**config.mk**
```make
export PLATFORM = sky130hd
export DESIGN_NAME = htx_controller
export DESIGN_NICKNAME = d
export VERILOG_FILES = /design/src/htx_pkg.sv /design/src/htx_fifo_mem.sv /design/src/htx_crc16.sv /design/src/htx_controller.sv
export VERILOG_INCLUDE_DIRS = /design/src
export SDC_FILE = /design/constraint.sdc
export NUM_CORES = 1
export LEC_CHECK = 0
export ABC_AREA = 0
export BUFFER_PORTS_ARGS = -buffer_cell sky130_fd_sc_hd__clkbuf_2
export CAP_MARGIN = 15
export CORE_MARGIN = 2
export CORE_UTILIZATION = 60
export DETAILED_ROUTE_END_ITERATION = 16
export GPL_TIMING_DRIVEN = 0
export PLACE_DENSITY_LB_ADDON = 0.25
export RECOVER_POWER = 100
export SLEW_MARGIN = 20
export SYNTH_ARGS = -nofsm -noshare
export SYNTH_HDL_FRONTEND = slang
export SYNTH_SLANG_ARGS = --single-unit
```
**constraint.sdc**
```tcl
create_clock -name clk_sys -period 3.62 [get_ports clk_sys]
set_input_delay 0 -clock clk_sys [delete_from_list [all_inputs] [get_ports clk_sys]]
set_output_delay 0 -clock clk_sys [all_outputs]
set_load 0.01 [all_outputs]
```
**src/htx_map.svh**
```systemverilog
`ifndef HTX_MAP_SVH
`define HTX_MAP_SVH
// How it works
// RULE1: Send one flag between messages when flag count select is 0, two when 1.
// RULE2: Loop bit set before last byte makes the message repeat until cleared or new data.
// RULE3: Clearing the loop bit finishes the current copy, then flags until new data.
// RULE4: New data during a loop ends it, sends one or two flags, then the new message.
// RULE5: Controller reset flushes the FIFO, then sends abort and fill until new data.
// RULE6: Controller reset bit is set by software and cleared by hardware when done.
// RULE7: Mapping select 0 uses a channel; 1 uses data link or Sa bits.
// RULE8: Fill between messages is the flag when fill select is 0, all ones when 1.
// RULE9: Software sets end of message just before writing the last byte.
// RULE10: Insert a zero after five ones in the message unless stuffing is defeated.
// RULE11: Append a two byte CRC to every message unless CRC is defeated.
// RULE12: Bit suppress bits keep those channel bit positions free of message data.
// RULE13: Rising abort bit flushes the FIFO, sends one abort byte, then fill.
// RULE14: Software clears and sets the abort bit again for another abort.
// RULE15: In T1 mode the send code bit sends the six-bit code register.
// RULE16: The controller runs only while its enable bit is 1.
// RULE17: A new carrier channel select is adopted only on a controller reset.
// RULE18: CRC is x16+x12+x5+1, preset ones, inverted, least significant bit first.

// ==========================================================
// Register indexes (byte address is four times the index)
`define HTX_IDX_CTL1 10'h110
`define HTX_IDX_SUPP 10'h111
`define HTX_IDX_FIFO 10'h112
`define HTX_IDX_CTL2 10'h113
`define HTX_IDX_STAT 10'h117
`define HTX_IDX_BOC 10'h163
`define HTX_REG_RST 8'h00

// ==========================================================
// Field positions
`define HTX_C1_FLAG_COUNT_SELECT 7
`define HTX_C1_LOOP 6
`define HTX_C1_RST 5
`define HTX_C1_MAP 4
`define HTX_C1_FS 3
`define HTX_C1_EOM 2
`define HTX_C1_ZSD 1
`define HTX_C1_CRCD 0
`define HTX_C2_ABT 7
`define HTX_C2_SEND_BIT_CODE 6
`define HTX_C2_EN 5

// ==========================================================
// Line codes, CRC and FIFO shape
`define HTX_FLAG 8'h7e
`define HTX_IDLE 8'hff
`define HTX_ABORT 8'hfe
`define HTX_BYTE_BITS 4'h8
`define HTX_STUFF_RUN 3'h5
`define HTX_CRC_PRESET 16'hffff
`define HTX_CRC_POLY 16'h8408
`define HTX_FIFO_DEPTH 7'h40
`define HTX_PTR_W 7
`define HTX_AW 6
`define HTX_MW 9

// ==========================================================
// Timing
`define HTX_CLK_NS 100
`define HTX_RST_LIMIT_NS 250000
`define HTX_RST_LIMIT_CYC (`HTX_RST_LIMIT_NS / `HTX_CLK_NS)
`define HTX_RST_CYC 4'h8
`endif

```
**src/htx_pkg.sv**
```systemverilog
`include "htx_map.svh"
package htx_pkg;
   typedef logic [`HTX_PTR_W-1:0] htx_ptr_t;

   typedef enum logic [2:0] {PH_FILL, PH_ABORT, PH_OPEN, PH_DATA, PH_CRC_LO, PH_CRC_HI,
      PH_CLOSE} htx_phase_t;

   typedef struct packed {
      logic [7:0] ctl1;
      logic [7:0] supp;
      logic [7:0] ctl2;
      logic [5:0] boc;
      logic [4:0] chan;
      logic [3:0] rst_cnt;
      htx_phase_t ph;
      logic flags_due;
      logic [7:0] sh;
      logic [3:0] bits_left;
      logic stuff_en;
      logic [2:0] ones;
      logic bit_out;
      logic boc_send;
      htx_ptr_t wr;
      htx_ptr_t rd;
      htx_ptr_t base;
      logic [7:0] prdata;
   } htx_state_t;

   typedef struct packed {
      logic [`HTX_FIFO_DEPTH-1:0][`HTX_MW-1:0] words;
      logic [`HTX_MW-1:0] rdata;
   } htx_mem_t;

   typedef struct packed {
      logic [15:0] crc;
   } htx_crc_t;
endpackage

```
**src/htx_fifo_mem.sv**
```systemverilog
`timescale 1ns/10ps
`include "htx_map.svh"
module htx_fifo_mem
   import htx_pkg::*;
(
   input wire logic clk_sys,
   input wire logic srst,
   input wire logic wr_en,
   input wire logic [`HTX_AW-1:0] wr_addr,
   input wire logic [`HTX_MW-1:0] wr_data,
   input wire logic [`HTX_AW-1:0] rd_addr,
   output logic [`HTX_MW-1:0] rd_data
);
   htx_mem_t mem_reg;
   htx_mem_t mem_next;

   always_comb
   begin
      mem_next = mem_reg;
      if (wr_en)
         mem_next.words[wr_addr] = wr_data;
      // Write-through so a byte is readable the cycle after it lands
      mem_next.rdata = (wr_en && wr_addr == rd_addr) ? wr_data : mem_reg.words[rd_addr];
   end

   // Storage itself is not reset; only the read register is
   always_ff @(posedge clk_sys)
   begin
      mem_reg <= mem_next;
      if (srst)
         mem_reg.rdata <= '0;
   end

   assign rd_data = mem_reg.rdata;
endmodule

```
**src/htx_crc16.sv**
```systemverilog
`timescale 1ns/10ps
`include "htx_map.svh"
module htx_crc16
   import htx_pkg::*;
(
   input wire logic clk_sys,
   input wire logic srst,
   input wire logic start,
   input wire logic update,
   input wire logic [7:0] data_in,
   output logic [15:0] crc_out
);
   htx_crc_t crc_reg;
   htx_crc_t crc_next;
   logic [15:0] c;

   // Reflected form so the register matches LSB-first line order
   always_comb
   begin
      c = start ? `HTX_CRC_PRESET : crc_reg.crc; // see RULE18
      c = c ^ {8'h00, data_in};
      for (int i = 0; i < 8; i++)
         c = c[0] ? ((c >> 1) ^ `HTX_CRC_POLY) : (c >> 1);
      crc_next = crc_reg;
      if (update)
         crc_next.crc = c;
   end

   always_ff @(posedge clk_sys)
   begin
      if (srst)
         crc_reg.crc <= `HTX_CRC_PRESET;
      else
         crc_reg <= crc_next;
   end

   assign crc_out = crc_reg.crc;
endmodule

```
**src/htx_controller.sv**
```systemverilog
// Design decision made here: the APB interface to the registers.
`timescale 1ns/10ps
`include "htx_map.svh"
module htx_controller
   import htx_pkg::*;
(
   input wire logic clk_sys,
   input wire logic srst,
   input wire logic psel,
   input wire logic penable,
   input wire logic pwrite,
   input wire logic [11:0] paddr,
   input wire logic [31:0] pwdata,
   output logic [31:0] prdata,
   output logic pready,
   output logic pslverr,
   input wire logic t1_mode,
   input wire logic ch_slot,
   input wire logic [4:0] slot_chan,
   input wire logic [2:0] slot_bit,
   input wire logic dl_slot,
   output logic insert_enable,
   output logic tx_bit,
   output logic boc_send,
   output logic [5:0] boc_code
);
   htx_state_t state_reg;
   htx_state_t state_next;
   logic [9:0] idx;
   logic aligned;
   logic mapped;
   logic acc;
   logic wr_acc;
   logic fifo_full;
   logic fifo_avail;
   logic fifo_we;
   logic rst_busy;
   logic slot_ok;
   logic stuff_now;
   logic rst_start;
   logic abort_start;
   logic close_load;
   logic crc_start;
   logic crc_upd;
   logic take_data;
   logic first_byte;
   logic [7:0] rd_val;
   logic [`HTX_MW-1:0] mem_rdata;
   logic [15:0] crc_val;

   // ==========================================================
   // Bus decode
   assign idx = paddr[11:2];
   assign aligned = (paddr[1:0] == 2'b00);
   assign mapped = aligned && (idx == `HTX_IDX_CTL1 || idx == `HTX_IDX_SUPP ||
      idx == `HTX_IDX_FIFO || idx == `HTX_IDX_CTL2 || idx == `HTX_IDX_STAT ||
      idx == `HTX_IDX_BOC);
   assign acc = psel && penable;
   assign wr_acc = acc && pwrite && mapped;
   assign pready = 1'b1;
   // A write into a full FIFO is dropped and flagged
   assign pslverr = acc && (!mapped || (pwrite && idx == `HTX_IDX_FIFO && fifo_full));
   assign prdata = {24'h000000, state_reg.prdata};

   assign fifo_full = (htx_ptr_t'(state_reg.wr - state_reg.base) == `HTX_FIFO_DEPTH);
   assign fifo_avail = (state_reg.wr != state_reg.rd);
   assign fifo_we = wr_acc && idx == `HTX_IDX_FIFO && !fifo_full;
   assign rst_busy = (state_reg.rst_cnt != 4'h0);
   assign rst_start = wr_acc && idx == `HTX_IDX_CTL1 && pwdata[`HTX_C1_RST];
   assign abort_start = wr_acc && idx == `HTX_IDX_CTL2 && pwdata[`HTX_C2_ABT] &&
      !state_reg.ctl2[`HTX_C2_ABT]; // see RULE13

   // ==========================================================
   // Line slot selection
   assign slot_ok = state_reg.ctl2[`HTX_C2_EN] && !rst_busy && // see RULE16
      (state_reg.ctl1[`HTX_C1_MAP] ? dl_slot : // see RULE7
      (ch_slot && slot_chan == state_reg.chan && !state_reg.supp[slot_bit])); // see RULE12
   assign insert_enable = slot_ok;
   assign tx_bit = state_reg.bit_out;
   assign boc_send = state_reg.boc_send;
   assign boc_code = state_reg.boc;
   // Ones only count on stuffable bits, so a run ending a CRC still gets its zero before the flag
   assign stuff_now = state_reg.ones == `HTX_STUFF_RUN;

   always_comb
   begin
      case (idx)
         `HTX_IDX_CTL1: rd_val = state_reg.ctl1 | {2'b00, rst_busy, 5'b00000};
         `HTX_IDX_SUPP: rd_val = state_reg.supp;
         `HTX_IDX_CTL2: rd_val = state_reg.ctl2;
         `HTX_IDX_BOC: rd_val = {2'b00, state_reg.boc};
         `HTX_IDX_STAT: rd_val = {5'b00000, (state_reg.ph == PH_DATA), fifo_full, !fifo_avail};
         default: rd_val = 8'h00;
      endcase
   end

   htx_fifo_mem u_mem (
      .clk_sys(clk_sys),
      .srst(srst),
      .wr_en(fifo_we),
      .wr_addr(state_reg.wr[`HTX_AW-1:0]),
      .wr_data({state_reg.ctl1[`HTX_C1_EOM] | state_reg.ctl1[`HTX_C1_LOOP], pwdata[7:0]}),
      .rd_addr(state_reg.rd[`HTX_AW-1:0]),
      .rd_data(mem_rdata)
   );

   htx_crc16 u_crc (
      .clk_sys(clk_sys),
      .srst(srst),
      .start(crc_start),
      .update(crc_upd),
      .data_in(mem_rdata[7:0]),
      .crc_out(crc_val)
   );

   // ==========================================================
   // Register file, bit engine and framing
   always_comb
   begin
      state_next = state_reg;
      close_load = 1'b0;
      take_data = 1'b0;
      first_byte = 1'b0;
      crc_start = 1'b0;
      crc_upd = 1'b0;
      if (rst_busy)
         state_next.rst_cnt = state_reg.rst_cnt - 4'h1; // see RULE6
      if (wr_acc)
      begin
         case (idx)
            `HTX_IDX_CTL1:
            begin
               state_next.ctl1 = pwdata[7:0];
               state_next.ctl1[`HTX_C1_RST] = 1'b0;
            end
            `HTX_IDX_SUPP: state_next.supp = pwdata[7:0];
            `HTX_IDX_CTL2: state_next.ctl2 = pwdata[7:0];
            `HTX_IDX_BOC: state_next.boc = pwdata[5:0];
            `HTX_IDX_FIFO:
            begin
               if (!fifo_full)
                  state_next.wr = state_reg.wr + 7'h01;
            end
            default: state_next.boc = state_reg.boc;
         endcase
      end
      // A fresh reset write restarts the countdown, so set wins
      if (rst_start)
         state_next.rst_cnt = `HTX_RST_CYC; // see RULE6
      if (setup_rd())
         state_next.prdata = rd_val;
      if (slot_ok)
      begin
         if (stuff_now)
            state_next.ones = 3'h0; // see RULE10
         else
         begin
            state_next.ones = (state_reg.sh[0] && state_reg.stuff_en) ?
               state_reg.ones + 3'h1 : 3'h0;
            state_next.sh = {1'b0, state_reg.sh[7:1]};
            state_next.bits_left = state_reg.bits_left - 4'h1;
         end
      end
      if (rst_start || abort_start)
      begin
         // Drop the byte in flight so the abort goes out at once
         state_next.ph = PH_ABORT; // see RULE5
         state_next.bits_left = 4'h0;
         state_next.ones = 3'h0;
         state_next.stuff_en = 1'b0;
         state_next.rd = rst_start ? 7'h00 : state_reg.wr;
         state_next.base = rst_start ? 7'h00 : state_reg.wr;
         if (rst_start)
         begin
            state_next.wr = 7'h00;
            state_next.chan = state_reg.ctl2[4:0]; // see RULE17
         end
      end
      if (state_next.bits_left == 4'h0)
      begin
         state_next.bits_left = `HTX_BYTE_BITS;
         state_next.stuff_en = 1'b0;
         case (state_next.ph)
            PH_ABORT:
            begin
               state_next.sh = `HTX_ABORT; // see RULE13
               state_next.ph = PH_FILL;
            end
            PH_OPEN:
            begin
               if (state_reg.flags_due)
               begin
                  state_next.sh = `HTX_FLAG; // see RULE1
                  state_next.flags_due = 1'b0;
               end
               else if (fifo_avail)
               begin
                  take_data = 1'b1;
                  first_byte = 1'b1;
               end
               else
               begin
                  state_next.sh = state_reg.ctl1[`HTX_C1_FS] ? `HTX_IDLE : `HTX_FLAG;
                  state_next.ph = PH_FILL;
               end
            end
            PH_DATA:
            begin
               if (fifo_avail)
                  take_data = 1'b1;
               else
               begin
                  // Underrun mid-message: nothing valid can follow
                  state_next.sh = `HTX_ABORT;
                  state_next.ph = PH_FILL;
               end
            end
            PH_CRC_LO:
            begin
               state_next.sh = ~crc_val[7:0]; // see RULE18
               state_next.stuff_en = !state_reg.ctl1[`HTX_C1_ZSD];
               state_next.ph = PH_CRC_HI;
            end
            PH_CRC_HI:
            begin
               state_next.sh = ~crc_val[15:8]; // see RULE11
               state_next.stuff_en = !state_reg.ctl1[`HTX_C1_ZSD];
               state_next.ph = PH_CLOSE;
            end
            PH_CLOSE:
            begin
               close_load = 1'b1;
               state_next.sh = `HTX_FLAG;
               state_next.flags_due = state_reg.ctl1[`HTX_C1_FLAG_COUNT_SELECT]; // see RULE1
               state_next.ph = PH_OPEN;
               if (state_reg.ctl1[`HTX_C1_LOOP] && !fifo_avail)
                  state_next.rd = state_reg.base; // see RULE2
               else
                  state_next.base = state_reg.rd; // see RULE3 RULE4
            end
            default:
            begin
               state_next.ph = fifo_avail ? PH_OPEN : PH_FILL;
               state_next.flags_due = 1'b0;
               state_next.sh = (fifo_avail || !state_reg.ctl1[`HTX_C1_FS]) ?
                  `HTX_FLAG : `HTX_IDLE; // see RULE8
            end
         endcase
         if (take_data)
         begin
            state_next.sh = mem_rdata[7:0];
            state_next.stuff_en = !state_reg.ctl1[`HTX_C1_ZSD]; // see RULE10
            state_next.rd = state_reg.rd + 7'h01;
            crc_upd = 1'b1;
            crc_start = first_byte;
            // End of message flag closes it; CRC may be skipped
            state_next.ph = !mem_rdata[8] ? PH_DATA :
               state_reg.ctl1[`HTX_C1_CRCD] ? PH_CLOSE : PH_CRC_LO; // see RULE11
         end
      end
      state_next.bit_out = (state_next.ones == `HTX_STUFF_RUN) ? 1'b0 : state_next.sh[0]; // see RULE10
      state_next.boc_send = state_reg.ctl2[`HTX_C2_SEND_BIT_CODE] && t1_mode; // see RULE15
   end

   function automatic logic setup_rd();
      setup_rd = psel && !penable && !pwrite;
   endfunction

   always_ff @(posedge clk_sys)
   begin
      if (srst)
         state_reg <= '0;
      else
         state_reg <= state_next;
   end

   // ==========================================================
   // Checks
   localparam int RST_B = 8;
   logic [7:0] fs_mux;
   assign fs_mux = state_reg.ctl1[`HTX_C1_FS] ? `HTX_IDLE : `HTX_FLAG;

   property p_rst_done;
      @(posedge clk_sys) disable iff (srst)
      rst_start |=> rst_busy ##[1:RST_B] !rst_busy;
   endproperty
   a_rst_done: assert property (p_rst_done) else $error("reset bit did not clear"); // see RULE6

   property p_rst_flush;
      @(posedge clk_sys) disable iff (srst)
      rst_start |=> state_reg.wr == 7'h00 && state_reg.rd == 7'h00 && state_reg.ph == PH_FILL;
   endproperty
   a_rst_flush: assert property (p_rst_flush) else $error("reset did not flush"); // see RULE5

   property p_chan_hold;
      @(posedge clk_sys) disable iff (srst)
      !rst_start |=> $stable(state_reg.chan);
   endproperty
   a_chan_hold: assert property (p_chan_hold) else $error("channel changed"); // see RULE17

   property p_abort;
      @(posedge clk_sys) disable iff (srst)
      (abort_start && !rst_start) |=> state_reg.sh == `HTX_ABORT && state_reg.rd == $past(state_reg.wr);
   endproperty
   a_abort: assert property (p_abort) else $error("abort not sent"); // see RULE13

   property p_stuff;
      @(posedge clk_sys) disable iff (srst)
      (stuff_now && state_reg.bits_left != 4'h0) |-> tx_bit == 1'b0;
   endproperty
   a_stuff: assert property (p_stuff) else $error("zero not stuffed"); // see RULE10

   property p_disabled;
      @(posedge clk_sys) disable iff (srst)
      !state_reg.ctl2[`HTX_C2_EN] |-> !insert_enable;
   endproperty
   a_disabled: assert property (p_disabled) else $error("inserted while disabled"); // see RULE16

   property p_suppress;
      @(posedge clk_sys) disable iff (srst)
      (!state_reg.ctl1[`HTX_C1_MAP] && state_reg.supp[slot_bit]) |-> !insert_enable;
   endproperty
   a_suppress: assert property (p_suppress) else $error("suppressed bit used"); // see RULE12

   property p_boc;
      @(posedge clk_sys) disable iff (srst)
      boc_send |-> $past(t1_mode) && $past(state_reg.ctl2[`HTX_C2_SEND_BIT_CODE]);
   endproperty
   a_boc: assert property (p_boc) else $error("code sent outside T1"); // see RULE15

   property p_close_flags;
      @(posedge clk_sys) disable iff (srst)
      close_load |=> state_reg.sh == `HTX_FLAG && state_reg.flags_due == $past(state_reg.ctl1[7]);
   endproperty
   a_close_flags: assert property (p_close_flags) else $error("flag count wrong"); // see RULE1

   property p_loop;
      @(posedge clk_sys) disable iff (srst)
      (close_load && state_reg.ctl1[`HTX_C1_LOOP] && !fifo_avail) |=>
         state_reg.rd == $past(state_reg.base);
   endproperty
   a_loop: assert property (p_loop) else $error("loop did not rewind"); // see RULE2

   property p_fill;
      @(posedge clk_sys) disable iff (srst)
      (state_reg.ph == PH_FILL && state_next.bits_left == `HTX_BYTE_BITS && !fifo_avail &&
         state_reg.bits_left != `HTX_BYTE_BITS && !wr_acc) |=> state_reg.sh == $past(fs_mux);
   endproperty
   a_fill: assert property (p_fill) else $error("wrong fill byte"); // see RULE8

   property p_crc_lo;
      @(posedge clk_sys) disable iff (srst)
      (state_reg.ph == PH_CRC_LO && state_next.ph == PH_CRC_HI && !wr_acc) |=>
         state_reg.sh == ~$past(crc_val[7:0]);
   endproperty
   a_crc_lo: assert property (p_crc_lo) else $error("CRC byte wrong"); // see RULE11

   c_loop: cover property (@(posedge clk_sys) disable iff (srst)
      close_load && state_reg.ctl1[`HTX_C1_LOOP] && !fifo_avail);
   c_abort: cover property (@(posedge clk_sys) disable iff (srst) abort_start);
   c_crc: cover property (@(posedge clk_sys) disable iff (srst) state_reg.ph == PH_CRC_HI);
   c_stuff: cover property (@(posedge clk_sys) disable iff (srst) stuff_now && slot_ok);
endmodule

```
; After elaboration in Yosys (flattened, before gate mapping)
; Index checks and enable logic that the tools add are counted.
; Widths: inputs -> output; s select.
[op_classes]
add_sub_neg = 6
order_cmp = 4
eq_ne = 19
muxes = 66
n_bitwise = 14
n_reduce_logical = 59
[ops]
columns = cell, count
row1 = $bwmux 576, 1
row2 = $mux 16, 9
row3 = $eq 10x9->1 const B, 6
row4 = $mux 7, 8
row5 = $mux 8, 7
row6 = $bmux 9 s6, 1
row7 = $demux 9 s6, 1
row8 = $pmux 8 s6, 1
row9 = $pmux 8 s5, 1
row10 = $mux 14, 2
row11 = $mux 9, 3
row12 = $logic_and 1x1->1, 25
row13 = $mux 12, 2
row14 = $mux 3, 8
row15 = $not 2->3, 8
row16 = $mux 21, 1
row17 = $pmux 3 s6, 1
row18 = $mux 17, 1
row19 = $not 8->8, 2
row20 = $xor 16x8->16, 1
row21 = $eq 3x3->1 const B, 5
row22 = $add 7x1->7 const B, 2
row23 = $lt 6x7->1 const B, 2
row24 = $mux 1, 12
row25 = 27 further kinds, 58
[totals]
ff_bits = 690
output_inout_bits = 43
elab_cells = 254

; Longest topological paths before layout
[depth]
word_depth = 36
ltp_mapped = 12

; Hierarchy
; Synthesis repeated with hierarchy kept, for this count alone.
[unflattened]
cells_unflattened = 1859
area_unflattened_um2 = 29330.6
[modules_own_cells]
columns = module, instances, cells_per_inst, area_each_um2, seq_area_each_um2
row1 = htx_fifo_mem, 1, 1101, 22888.2, 17476.8
row2 = htx_controller, 1, 649, 5408.9, 1781.7
row3 = htx_crc16, 1, 109, 1033.5, 320.3

; Least setup slack after synthesis
; Ideal clock, no wire load.
[synth_path]
path_kind = reg2reg
startpoint = reg state_reg[23] (netlist bit)
endpoint = reg u_mem.mem_reg[441] (netlist bit) (enable)
arrival_time_ps = 2796
slack_ps = 449
path_stages_with_launch = 11
n_path_buf = 1
synth_period_minus_slack_ps = 3171
path_cell_list = dfxtp_1 -> ha_1 -> nor2b_1 -> o21ai_0 -> a21boi_0 -> o21a_1 -> o211ai_1 -> a2111o_1 -> clkbuf_1 -> nand4b_1 -> nor2_1
[synth_via]
elab_chain_len = 4
[synth_lines]
columns = element, line
row1 = "start, declared", htx_controller.sv:27  ; htx_state_t state_reg;
row2 = "start signal, assigned", htx_controller.sv:274  ; state_reg <= state_next;
row3 = $sub 7x7->7, htx_controller.sv:65  ; assign fifo_full = (htx_ptr_t'(state_reg.wr - state_reg.base) == `HTX_FIFO_DEPTH);
row4 = $eq 7x7->1 (no line), -
row5 = $logic_not 1->1, -
row6 = $logic_and 1x1->1, htx_controller.sv:67  ; assign fifo_we = wr_acc && idx == `HTX_IDX_FIFO && !fifo_full;
row7 = "end signal, assigned", htx_fifo_mem.sv:29  ; mem_reg <= mem_next;
row8 = "end, declared", htx_fifo_mem.sv:14  ; htx_mem_t mem_reg;
; No other way between the ends.
; A chain may end at the register's enable or synchronous reset.

; Worst setup path in the final report
[layout_path]
startpoint = reg state_reg[16] (netlist bit)
endpoint = reg u_mem.mem_reg, in the netlist u_mem.rd_data[4]
[layout_via]
elab_chain_len = 3
elab_cells_between_ends = 5
cone_classes = eq/ne (1) / mux (3) / reduce/logical (1)
[layout_lines]
columns = element, line
row1 = $bmux 9 s6 or $eq 6x6->1 (tied branches), htx_fifo_mem.sv:23  ; mem_next.rdata = (wr_en && wr_addr == rd_addr) ? wr_data : mem_reg.words[rd_addr];
row2 = $mux 9 (not written as such) or $logic_and 1x1->1 (tied branches), htx_fifo_mem.sv:23
row3 = $mux 9 (*), htx_fifo_mem.sv:23
; Mark *: on every way between the ends. The rest lies on a longest branch, timed or not. The select of a mux whose other input is x is not followed.

==> flow_summary.toml <==
[outcome]
run_status = "finished with violations"
violations = "capacitance limit, slew limit"

[die]
fp.dieArea_um2 = 50100
initial_utilization_pct = 60.8
io-pin-count = 103
core-area_um2 = 47700
die_x_um = 224
rows = 80
die_h_um = 224

[placement]
gp_routability_congestion = 0.943
hpwlAfterDp_mm = 46.5
port_buf_inserts = 51

[yosys]
yosys_register_bits = 690
yosysSeqAreaShare_pct = 67.5
postSynthAreaPerCell_um2 = 16.6
yosysMostFrequentCell = "sky130_fd_sc_hd__edfxtp_1"
synthesis.yosys.warnings = 0
synthCells = 1750
yosys-top-cells-count = "sky130_fd_sc_hd__edfxtp_1, sky130_fd_sc_hd__mux4_2, sky130_fd_sc_hd__nor2_1"
synth-edff-count = 576
synth_async_sr_flop_share_pct = 0
netlist.area_leader.share_pct = 59.6
post-synth-top-area-cell = "sky130_fd_sc_hd__edfxtp_1"
synth_area_um2 = 29000
yosysUniqueCellTypes = 77
synth_flop_cell = "sky130_fd_sc_hd__edfxtp_1"
main_area_contributors_after_synthesis = "sky130_fd_sc_hd__edfxtp_1, sky130_fd_sc_hd__mux4_2, sky130_fd_sc_hd__dfxtp_1, sky130_fd_sc_hd__nor2_1, sky130_fd_sc_hd__mux2i_1"

[finish]
area.growth.synth_to_final_pct = 13.8
share_of_final_layout_standard_cells_stronger_than_drive_strength_1_pct = 25.5
sequential_area_um2 = 19600
multi_input_area_um2 = 8980
antenna_diode_count = 0
layout.core_utilization_pct = 69.2
largest_register_ff_count = 576
filler_cell_count = 3024
nets = 2001

[power]
p_int_w = 0.0130
leakage_nw = 10.2
sequentialPowerShare_pct = 53.2
vdd_drop_max_v = 0.000663
power.combinational.fraction_pct = 2.6
powerDensity_nw_per_um2 = 491
clockPowerShare_pct = 44.1
p_total_w = 0.0162
swShare_pct = 19.8
net-switching-power_w = 0.00321

[grt]
grt_pass1_wl_mm = 107
grt_max_degree = 70
grt_usage_pct = 29.7
met1_usage_pct = 40.1
first_global_vias = 16600
number_of_antenna_violations_at_the_first_check_in_global_routing = 0
grt_max_usage_layer = "met2"
use_met2_pct = 47.6
met3_use_gr_pct = 6.07
globalRouteOverflowTotal = 0

[timing]
final_setup_viols = 0
clock-skew-final_ps = 20.7
final.hold.worst_slack_ps = 75.5
finalWorstPathRequiredPeriod_ps = 3540
timing.max_slew.rel_slack_pct = -131
worst_slew_pin_slew_ps = 3470
max_freq_mhz = 282
timing.final.crit_share_pct = 97.9
totalNegativeSetupSlack_ps = 0
final-max-slew-violation-count = 451
finalHoldViolations = 0

[worst_hold_path]
worst_hold_path_stage_count = 7
min_to = "prdata[6]$_SDFFE_PP0P_"
hold_path_startpoint = "paddr[3]"
worstHoldPathType = "in2reg"

[route]
routed_wire_length_per_instance_um = 28.2
drt-pass1-iter-count = 7
ant_nets = 0
post-route-drc-count = 0
routed_via_density = 6.59
initialDrtViolationCount = 2186
vias = 17000
totalWireLength_mm = 72.9

[worst_setup_path]
worst_setup_path_end_kind = "register"
critical_path.most_common_cell = "sky130_fd_sc_hd__mux4_2"
path_class = "reg2reg"
setup.reg_to_reg.worst_slack_ps = 80
origin_of_the_critical_flop_to_flop_path = "state_reg[16]$_SDFF_PP0_"
required_ps = 4080
worstPathCellList = "clkbuf_1, clkbuf_1, clkbuf_2, mux4_2, mux4_2, mux4_2, o21ai_0, a21oi_1"
r2r-end = "u_mem.rd_data[4]$_SDFF_PP0_"
timing.critical_path.slowest_stage_cell = "sky130_fd_sc_hd__mux4_2"
timing.critical_path.arrival_ps = 4000
r2r_cells = 8
timing.critical_path.fanout_max = 10
slowest_delay_ps = 570
setup.worst_path.start_class = "register"
worst_setup_sp = "state_reg[16]$_SDFF_PP0_"

[cts]
clk_path_buf_depth = 3
cts_inserted_buffers = 69
clk_root_buffer_cell = "sky130_fd_sc_hd__clkbuf_16"
tritoncts = "yes"
clk_transition_reported_paths_ps = 60
clock_sink_count = 690
htree_num_levels = 3
clock_insertion_delay_worst_skew_ps = 600

[job]
cap_violations = 7
-- cells in the final DEF, fill, tap and decap left out, types with 25 or more instances in the layout --
cell type,instances
sky130_fd_sc_hd__conb_1,25
sky130_fd_sc_hd__xnor2_1,41
sky130_fd_sc_hd__a21oi_1,68
sky130_fd_sc_hd__clkbuf_16,73
sky130_fd_sc_hd__nor2_2,36
sky130_fd_sc_hd__clkbuf_1,101
sky130_fd_sc_hd__mux4_2,191
sky130_fd_sc_hd__clkbuf_2,43
sky130_fd_sc_hd__edfxtp_1,576
sky130_fd_sc_hd__buf_4,50
sky130_fd_sc_hd__o21ai_0,48
sky130_fd_sc_hd__nor2_4,29
sky130_fd_sc_hd__mux2i_1,47
sky130_fd_sc_hd__dfxtp_1,113
sky130_fd_sc_hd__nand3_1,31
sky130_fd_sc_hd__nand2_1,74
sky130_fd_sc_hd__nor2_1,82
-- stage by stage --
step                      instance area, µm²  instances  worst slack (ps)
final                                  33000       2588              77.7
after floorplan                        29100       1773               449
after global placement                 30100       2439              -931
after detailed placement               30200       2442             -1050
after global routing                   33000       2588            -0.425
after CTS                              33100       2588              3.96
-- kinds of logic after synthesis --
family	after synthesis	share of synthesized area [%]
flip-flops	690	67.5
multiplexers	245	16.7
AND/OR/NAND/NOR	366	6.02
buffers and inverters	174	2.96
XOR/XNOR	63	1.90
other	2	0.0259
adder cells (fa/ha/maj)	13	0.561
AO/OA/AOI/OAI	197	4.33
-- worst max path at each step --
stage / endpoint
2_1_floorplan: u_mem.mem_reg[441]$_DFFE_PP_
6_report: u_mem.rd_data[4]$_SDFF_PP0_
5_1_grt: pslverr
4_1_cts: u_mem.rd_data[8]$_SDFF_PP0_
3_5_place_dp: u_mem.mem_reg[421]$_DFFE_PP_
3_3_place_gp: u_mem.mem_reg[286]$_DFFE_PP_
-- worst max-delay path, delay by kind of cell, from the launching register on --
family	cells	cell delay [ps]
mux	3	1500
buf+inv	3	1230
flops	1	340
compound gates	2	320
-- power groups by stage --
stage	clock network, W	logic [W]	registers (W)
detailed placement	0	0.000421	0.00880
CTS	0.00722	0.000436	0.00863
floorplan	0	0.000217	0.00879
global route	0.00750	0.000466	0.00864
global placement	0	0.000390	0.00880
finish	0.00716	0.000427	0.00864
-- layout make-up --
class,instances,share of cell area (%)
flip-flops and latches,690,59.3
multi-input cells,909,27.2
clock buffers,89,5.75
plain buffers,150,2.43
well taps,615,2.33
repair buffers,86,1.69
clock inverters,27,1.05
inverters,22,0.250
-- repair_timing --
item | in CTS | in global routing
hold endpoints to repair | 68 | 0
hold buffers | 16 | 0
buffers inserted | 15 | 1
gates resized for setup | 105 | 25
setup endpoints to repair | 587 | 524
pin swaps | 8 | 1
-- layer usage --
layer | vias to the layer above | part of all wire [%] | routed length, µm
li1 | 7200 | - | -
met1 | 8654 | 38 | 27400
met2 | 1013 | 48 | 35100
met3 | 176 | 9.7 | 7100
met4 | 0 | 4.4 | 3240
met5 | - | 0 | 0
(Power assumes the default switching activity.)
